`config.mk`:
```
export PLATFORM = sky130hd
export DESIGN_NAME = sbg_baud_gen
export DESIGN_NICKNAME = d
export VERILOG_FILES = /design/src/sbg_dummy_unused.sv /design/src/sbg_pkg.sv /design/src/sbg_baud_gen.sv
export SDC_FILE = /design/constraint.sdc
export NUM_CORES = 1
export LEC_CHECK = 0
export BUFFER_PORTS_ARGS = -buffer_cell sky130_fd_sc_hd__buf_2
export CAP_MARGIN = 20
export CORE_MARGIN = 2
export CORE_UTILIZATION = 59
export DETAILED_ROUTE_END_ITERATION = 12
export PLACE_DENSITY = 0.92
export SLEW_MARGIN = 10
export SYNTH_ARGS = -nofsm -noshare
export SYNTH_HDL_FRONTEND = slang
export SYNTH_SLANG_ARGS = --single-unit
```
`constraint.sdc`:
```
create_clock -name clk_i -period 3.4 [get_ports clk_i]
set_clock_uncertainty 0.1 [all_clocks]
set_input_delay 0 -clock clk_i [delete_from_list [all_inputs] [get_ports clk_i]]
set_output_delay 0 -clock clk_i [all_outputs]
set_load 0.01 [all_outputs]
```
`src/sbg_dummy_unused.sv`:
```
`default_nettype none
`default_nettype wire

```
`src/sbg_pkg.sv`:
```
// Constants, register map and carrier types for the serial baud rate generator.
// Assumes an 8-bit register port and one system clock shared with the serial ports.
//
// Overview of operation
// - Each generator has an 8-bit compare register
// - Compare write clears that generator's internal timer
// - Mode bit 7 enables counting, else timer cleared
// - Prescale 000..011 divide 2..16, 1xx divides 32
// - Registers take byte and single-bit accesses
// - Compare zero counts 256, else value itself
// - Serial bit rate is clock/(2*j*2^k*2)
`default_nettype none

package sbg_pkg;

  localparam int SBG_UNITS = 3;
  localparam int SBG_AW = 32;
  localparam int SBG_DW = 8;

  // Register addresses, one per generator
  localparam logic [SBG_UNITS-1:0][SBG_AW-1:0] SBG_ADDR_CMP = {32'h0FFF_F0A4, 32'hFFFF_F094, 32'hFFFF_F084};
  localparam logic [SBG_UNITS-1:0][SBG_AW-1:0] SBG_ADDR_MODE = {32'h0FFF_F0A6, 32'hFFFF_F096, 32'hFFFF_F086};

  // Mode register fields
  localparam int SBG_MODE_EN_BIT = 7;
  localparam int SBG_MODE_SEL_LSB = 0;
  localparam int SBG_MODE_SEL_W = 3;

  // Reset values; compare powers up undefined, zero is picked here
  localparam logic [7:0] SBG_CMP_RST = 8'h00;
  localparam logic [7:0] SBG_MODE_RST = 8'h00;

  // Largest prescaler power (divide by 32 is 2 * 2^4)
  localparam logic [2:0] SBG_PRE_MAX_K = 3'h4;

  typedef struct packed {
    logic en;
    logic [SBG_MODE_SEL_W-1:0] sel;
  } sbg_cfg_t;

  typedef struct packed {
    logic [SBG_AW-1:0] addr;
    logic [SBG_DW-1:0] wdata;
    logic [SBG_DW-1:0] wmask;
    logic wr;
    logic rd;
  } sbg_req_t;

endpackage : sbg_pkg

`default_nettype wire

```
`src/sbg_baud_gen.sv`:
```
// Three baud rate generators with their compare and prescaler mode registers.
// Assumes a single-cycle register master on clk_i; the serial ports sample the
// generated clocks and match pulses synchronously on the same clock.
// Changing compare or prescale takes effect at once; idle the serial ports first.
//
// Added by the designer: the strobed register port.
`default_nettype none

module sbg_baud_gen #(
  parameter int NUM_UNITS = 3
) (
  input wire logic clk_i,
  input wire logic rst_b_i,
  input wire sbg_pkg::sbg_req_t req_i,
  output logic [sbg_pkg::SBG_DW-1:0] rdata_o,
  output logic [NUM_UNITS-1:0] baud_clk_o,
  output logic [NUM_UNITS-1:0] match_o
);
  import sbg_pkg::*;

  // The address table holds exactly three generators
  if (NUM_UNITS != SBG_UNITS)
  begin : g_bad_units
    $error("sbg_baud_gen: NUM_UNITS must equal SBG_UNITS");
  end
  // Byte registers with the count select below the enable bit
  if (SBG_DW != 8)
  begin : g_bad_width
    $error("sbg_baud_gen: SBG_DW must be 8");
  end
  if ((SBG_MODE_SEL_LSB + SBG_MODE_SEL_W > SBG_MODE_EN_BIT) || (SBG_MODE_EN_BIT >= SBG_DW))
  begin : g_bad_fields
    $error("sbg_baud_gen: mode register fields do not fit");
  end

  ////////////////////////////////////////////////////////////////////////////
  // Per-generator registers and timer

  // Per-unit read values, merged into one registered read port below
  logic [NUM_UNITS-1:0][7:0] rd_val;
  logic [NUM_UNITS-1:0] rd_hit;

  for (genvar u = 0; u < NUM_UNITS; u++)
  begin : g_unit
    logic [7:0] cmp_r, cmp_nxt;
    sbg_cfg_t cfg_r, cfg_nxt;
    logic [4:0] pre_r, pre_nxt;
    logic [7:0] tmr_r, tmr_nxt;
    logic clk_r, clk_nxt;
    logic match_r, match_nxt;
    logic hit_cmp, hit_mode;
    logic wr_cmp, wr_mode;
    logic [7:0] mode_val, mode_new;
    logic [2:0] k;
    logic [4:0] pre_last;
    logic tick;
    logic halt;

    // Exact address match only; neighbouring addresses do not alias
    assign hit_cmp = (req_i.addr == SBG_ADDR_CMP[u]);
    assign hit_mode = (req_i.addr == SBG_ADDR_MODE[u]);
    assign wr_cmp = req_i.wr && hit_cmp;
    assign wr_mode = req_i.wr && hit_mode;
    assign mode_val = {cfg_r.en, 4'h0, cfg_r.sel};
    assign rd_hit[u] = req_i.rd && (hit_cmp || hit_mode);
    assign rd_val[u] = hit_cmp ? cmp_r : mode_val;
    // A stopped generator and a compare write both restart from the cleared state
    assign halt = !cfg_r.en || wr_cmp;

    always_comb
    begin
      // Masked write merges a single bit or a whole byte
      mode_new = (mode_val & ~req_i.wmask) | (req_i.wdata & req_i.wmask);
      cmp_nxt = cmp_r;
      cfg_nxt = cfg_r;
      if (wr_cmp)
      begin
        cmp_nxt = (cmp_r & ~req_i.wmask) | (req_i.wdata & req_i.wmask);
      end
      // Mode bits 6..3 are not stored and read back as zero
      if (wr_mode)
      begin
        cfg_nxt.en = mode_new[SBG_MODE_EN_BIT];
        cfg_nxt.sel = mode_new[SBG_MODE_SEL_LSB +: SBG_MODE_SEL_W];
      end
    end

    always_ff @(posedge clk_i or negedge rst_b_i)
    begin
      if (!rst_b_i)
      begin
        cmp_r <= SBG_CMP_RST;
        cfg_r.en <= SBG_MODE_RST[SBG_MODE_EN_BIT];
        cfg_r.sel <= SBG_MODE_RST[SBG_MODE_SEL_LSB +: SBG_MODE_SEL_W];
      end
      else
      begin
        cmp_r <= cmp_nxt;
        cfg_r <= cfg_nxt;
      end
    end

    // Prescaler: a counted divide by 2^(k+1), so a restart lands exactly on count zero
    always_comb
    begin
      case (cfg_r.sel)
        3'h0: k = 3'h0;
        3'h1: k = 3'h1;
        3'h2: k = 3'h2;
        3'h3: k = 3'h3;
        default: k = SBG_PRE_MAX_K;
      endcase
      // The timer moves only on the last prescaler count
      pre_last = 5'((6'h02 << k) - 6'h01);
      tick = (pre_r == pre_last);
      pre_nxt = tick ? 5'h00 : 5'(pre_r + 5'h01);
      if (halt)
      begin
        pre_nxt = 5'h00;
      end
    end

    always_ff @(posedge clk_i or negedge rst_b_i)
    begin
      if (!rst_b_i)
      begin
        pre_r <= 5'h00;
      end
      else
      begin
        pre_r <= pre_nxt;
      end
    end

    // Timer: match_o and baud_clk_o change on one edge, so a serial port may use either
    always_comb
    begin
      tmr_nxt = tmr_r;
      clk_nxt = clk_r;
      match_nxt = 1'b0;
      if (tick)
      begin
        // Last count is compare-1 modulo 256, so zero gives 256 counts
        if (tmr_r == 8'(cmp_r - 8'h01))
        begin
          tmr_nxt = 8'h00;
          match_nxt = 1'b1;
          clk_nxt = ~clk_r;
        end
        else
        begin
          tmr_nxt = 8'(tmr_r + 8'h01);
        end
      end
      // A match suppressed by a compare write leaves the clock level alone too, so the two never drift apart
      if (halt)
      begin
        tmr_nxt = 8'h00;
        match_nxt = 1'b0;
        clk_nxt = clk_r;
      end
      // Parking low means a restart after a stop always begins with a rising edge
      if (!cfg_r.en)
      begin
        clk_nxt = 1'b0;
      end
    end

    always_ff @(posedge clk_i or negedge rst_b_i)
    begin
      if (!rst_b_i)
      begin
        tmr_r <= 8'h00;
        clk_r <= 1'b0;
        match_r <= 1'b0;
      end
      else
      begin
        tmr_r <= tmr_nxt;
        clk_r <= clk_nxt;
        match_r <= match_nxt;
      end
    end

    assign baud_clk_o[u] = clk_r;
    assign match_o[u] = match_r;
  end

  ////////////////////////////////////////////////////////////////////////////
  // Read data, one cycle after the strobe; unmapped reads return zero

  logic [SBG_DW-1:0] rdata_r, rdata_nxt;

  always_comb
  begin
    // Only one address can hit, so the OR merge needs no priority
    rdata_nxt = 8'h00;
    for (int i = 0; i < NUM_UNITS; i++)
    begin
      if (rd_hit[i])
      begin
        rdata_nxt = rdata_nxt | rd_val[i];
      end
    end
  end

  always_ff @(posedge clk_i or negedge rst_b_i)
  begin
    if (!rst_b_i)
    begin
      rdata_r <= 8'h00;
    end
    else
    begin
      rdata_r <= rdata_nxt;
    end
  end

  assign rdata_o = rdata_r;

endmodule : sbg_baud_gen

`default_nettype wire

```
==> summary.md <==
| Metric | Value |
|---|---|
| Status | finished, final reports clean |
| Data required, critical path | 3.55 ns |
| Post-route ant nets | 0 |
| Die Y | 99.3 um |
| Detailed-route via count | 4807 |
| Combinational share of power | 0.053 |
| Initial antenna violation count | 0 |
| CTS sink cnt | 89 |
| Worst-Skew Late Latency | 0.37 ns |
| Row Count | 34 |
| Post-synth EDFFs | 0 |
| DRT Wirelength | 13600 um |
| DIE WIDTH | 99.3 um |
| Async set-reset flop share out of synthesis | 1.00 |
| Final period util | 0.786 |
| H-tree level count | 3 |
| Measured slew at the worst slew-check pin | 0.855 ns |
| Achievable frequency | 374 MHz |
| Fill count | 603 |
| Cell area after synthesis | 0.00536 sq mm |
| Synth Net Count | 619 |
| Internal power | 1.37 mW |
| # setup viols final | 0 |
| Hold Path Stages | 5 |
| First-pass GRT wire length | 23100 um |
| WL/cell | 18.0 um |
| Root buffer cell | clkbuf_8 |
| CP arrival | 2.83 ns |
| Setup TNS | 0 ns |
| Die Area | 0.00987 sq mm |
| Clock buffer depth | 2 |
| Vias in the first global route | 4893 |
| R2R cell count | 9 |
| Cell Area, Placed | 0.00573 sq mm |
| Final hold violations | 0 |
| Setup crit end kind | register |
| Critical setup path kind | reg -> reg |
| Hold Path Sink | rdata_o[7] |
| Leak Pwr | 2.88 nW |
| Synth top area cells | dfrtp_1 42%, mux2_2 6.7%, nand2_1 4.5% |
| Cell variety after synth | 69 |
| Yosys warnings | 0 |
| Register area | 0.00223 sq mm |
| Unrepaired setup endpoints after global routing | false |
| Relative slew slack | 0.430 |
| Minimum clock period | 2.67 ns |
| Post CTS Setup Buffer Count | 0 |
| Largest area contributor in the netlist | dfrtp_1 |
| GR Util All Layers | 0.288 |
| Register-to-Register Setup Slack | 0.73 ns |
| Inserted Clock Buffers | 9 |
| Final Max Tran Viols | 0 |
| Maximum VDD drop | 0.237 mV |
| Maxcap violations | 0 |
| Hold path startpoint | req_i[29] |
| Clk pwr share | 0.371 |
| Register area share after synthesis | 0.415 |
| Gr ovfl total | 0 |
| Yosys reg bits | 89 |
| Crit start category | register |
| Sequential Power Share | 0.576 |
| Initial Util | 0.612 |
| Fraction of power spent switching nets | 0.254 |
| # IOs | 66 |
| P&R area growth vs syn | 15.4% |
| Net Sw Power | 0.466 mW |
| Cell area after layout | 0.00618 sq mm |
| Area of the core | 0.00876 sq mm |
| CP Max Fanout | 7 |
| Terminus of the critical flop-to-flop path | g_unit[0].tmr_r[5] |
| Hold Path Class | in -> reg |
| Port Buffer Count | 65 |
| Multi-input gate area | 0.00292 sq mm |
| DR vias/cell | 6.34 |
| Synth Flop Type | dfrtp_1 |
| Initial DRC Count | 570 |
| Pin count of the biggest net entering global routing | 71 |
| Yosys top cell area share | 0.415 |
| CTS tree | yes |
| Remaining DRCs | 0 |
| Avg Cell Area, Syn | 9.61 sq um |
| First-pass DRT Iterations | 8 |
| Post-Synthesis Cells | 558 |
| Antenna diodes | 0 |
| Nets | 706 |
| P per Cell Area | 297 mW/mm^2 |
| Gpl congestion | 0.876 |
| Hpwl dp | 9590 um |
| Layout cells sized above 1 | 0.215 |
| Clk slew on worst S/H paths | 0.10 ns |
| Worst hold slack | 0.0975 ns |
-- power groups by stage --
| stage | registers (mW) | clock network [mW] | logic (mW) |
|---|---|---|---|
| floorplan | 1.08 | 0 | 0.00984 |
| global placement | 1.08 | 0 | 0.0754 |
| detailed placement | 1.08 | 0 | 0.0779 |
| CTS | 1.06 | 0.685 | 0.0953 |
| global route | 1.06 | 0.732 | 0.105 |
| finish | 1.06 | 0.681 | 0.0965 |
-- area by class of cell --
| cell class | count | share of cell area |
|---|---|---|
| inverters | 26 | 0.0158 |
| well taps | 108 | 0.0218 |
| clock inverters | 7 | 0.00870 |
| clock buffers | 9 | 0.0200 |
| flip-flops and latches | 89 | 0.360 |
| multi-input cells | 424 | 0.473 |
| repair buffers | 95 | 0.101 |
-- worst max-delay path by stage --
stage | start | to | slack, ns
after floorplan | register | g_unit[2].clk_r | 0.97
after CTS | register | g_unit[0].tmr_r[5] | 0.78
final | register | g_unit[0].tmr_r[5] | 0.73
after global placement | register | g_unit[2].tmr_r[2] | 0.94
after global routing | register | g_unit[0].tmr_r[5] | 0.55
after detailed placement | register | g_unit[2].tmr_r[5] | 0.81
-- per-layer routing --
| metal | global-route usage | share of wire | vias to the layer above |
|---|---|---|---|
| met2 | 0.505 | 0.51 | 233 |
| met1 | 0.352 | 0.39 | 2335 |
| met5 | 0 | 0 | - |
| li1 | - | - | 2184 |
| met4 | 0.119 | 0.035 | 0 |
| met3 | 0.0520 | 0.062 | 55 |
-- stage by stage --
step,worst slack (ns),utilization,cells,total power [mW]
after floorplan,0.966,-,558,1.09
after CTS,0.777,0.706,758,1.84
after global placement,0.944,0.653,714,1.15
after global routing,0.551,0.706,758,1.89
final,0.726,0.706,758,1.83
after detailed placement,0.811,0.653,714,1.16
-- synthesized netlist by cell type (6+ instances only) --
| library cell | n |
|---|---|
| a21o_1 | 6 |
| a21oi_1 | 17 |
| a222oi_1 | 8 |
| a22o_1 | 15 |
| and2_1 | 6 |
| and3_1 | 9 |
| buf_4 | 8 |
| clkbuf_1 | 7 |
| dfrtp_1 | 89 |
| ha_1 | 9 |
| inv_1 | 26 |
| mux2_2 | 32 |
| nand2_1 | 64 |
| nand2b_1 | 10 |
| nand3_1 | 24 |
| nand4_1 | 6 |
| nor2_1 | 36 |
| nor2b_1 | 12 |
| nor3_1 | 18 |
| nor4_1 | 7 |
| o21ai_0 | 25 |
| xnor2_1 | 24 |
| xor2_1 | 17 |
-- cells by family (layout without fill, tap and decap cells) --
logic type / count (synthesis) / count (layout) / share of synthesized area
adder cells (fa/ha/maj): 9 / 9 / 0.0210
XOR/XNOR: 41 / 41 / 0.0670
AO/OA/AOI/OAI: 108 / 108 / 0.145
flip-flops: 89 / 89 / 0.415
buffers and inverters: 45 / 137 / 0.0392
AND/OR/NAND/NOR: 229 / 229 / 0.232
multiplexers: 37 / 37 / 0.0803
-- cell usage in the layout, fill, tap and decap left out, drive strengths merged, types with 15 or more instances in the layout --
cell,n
nand3,24
buf,67
dfrtp,89
a22o,15
inv,28
dlygate4sd3,28
xor2,17
xnor2,24
a21oi,17
nor2,39
nor3,21
mux2,36
nand2,65
o21ai,31
-- critical path: stages (launching register included) --
cell and delay [ns]:
dfrtp_1 0.46, inv_1 0.12, ha_1 0.29, nor2b_1 0.16, or3_1 0.35, a31oi_1 0.16, o2111ai_1 0.27, o21ai_4 0.30
o21ai_1 0.11, a22o_1 0.24
-- timing repair --
item | in CTS | in global routing
resized for setup | 0 | 0
endpoints found under the hold margin | 110 | 0
hold buffers | 28 | 0
Power figures use the tool's default switching activity.
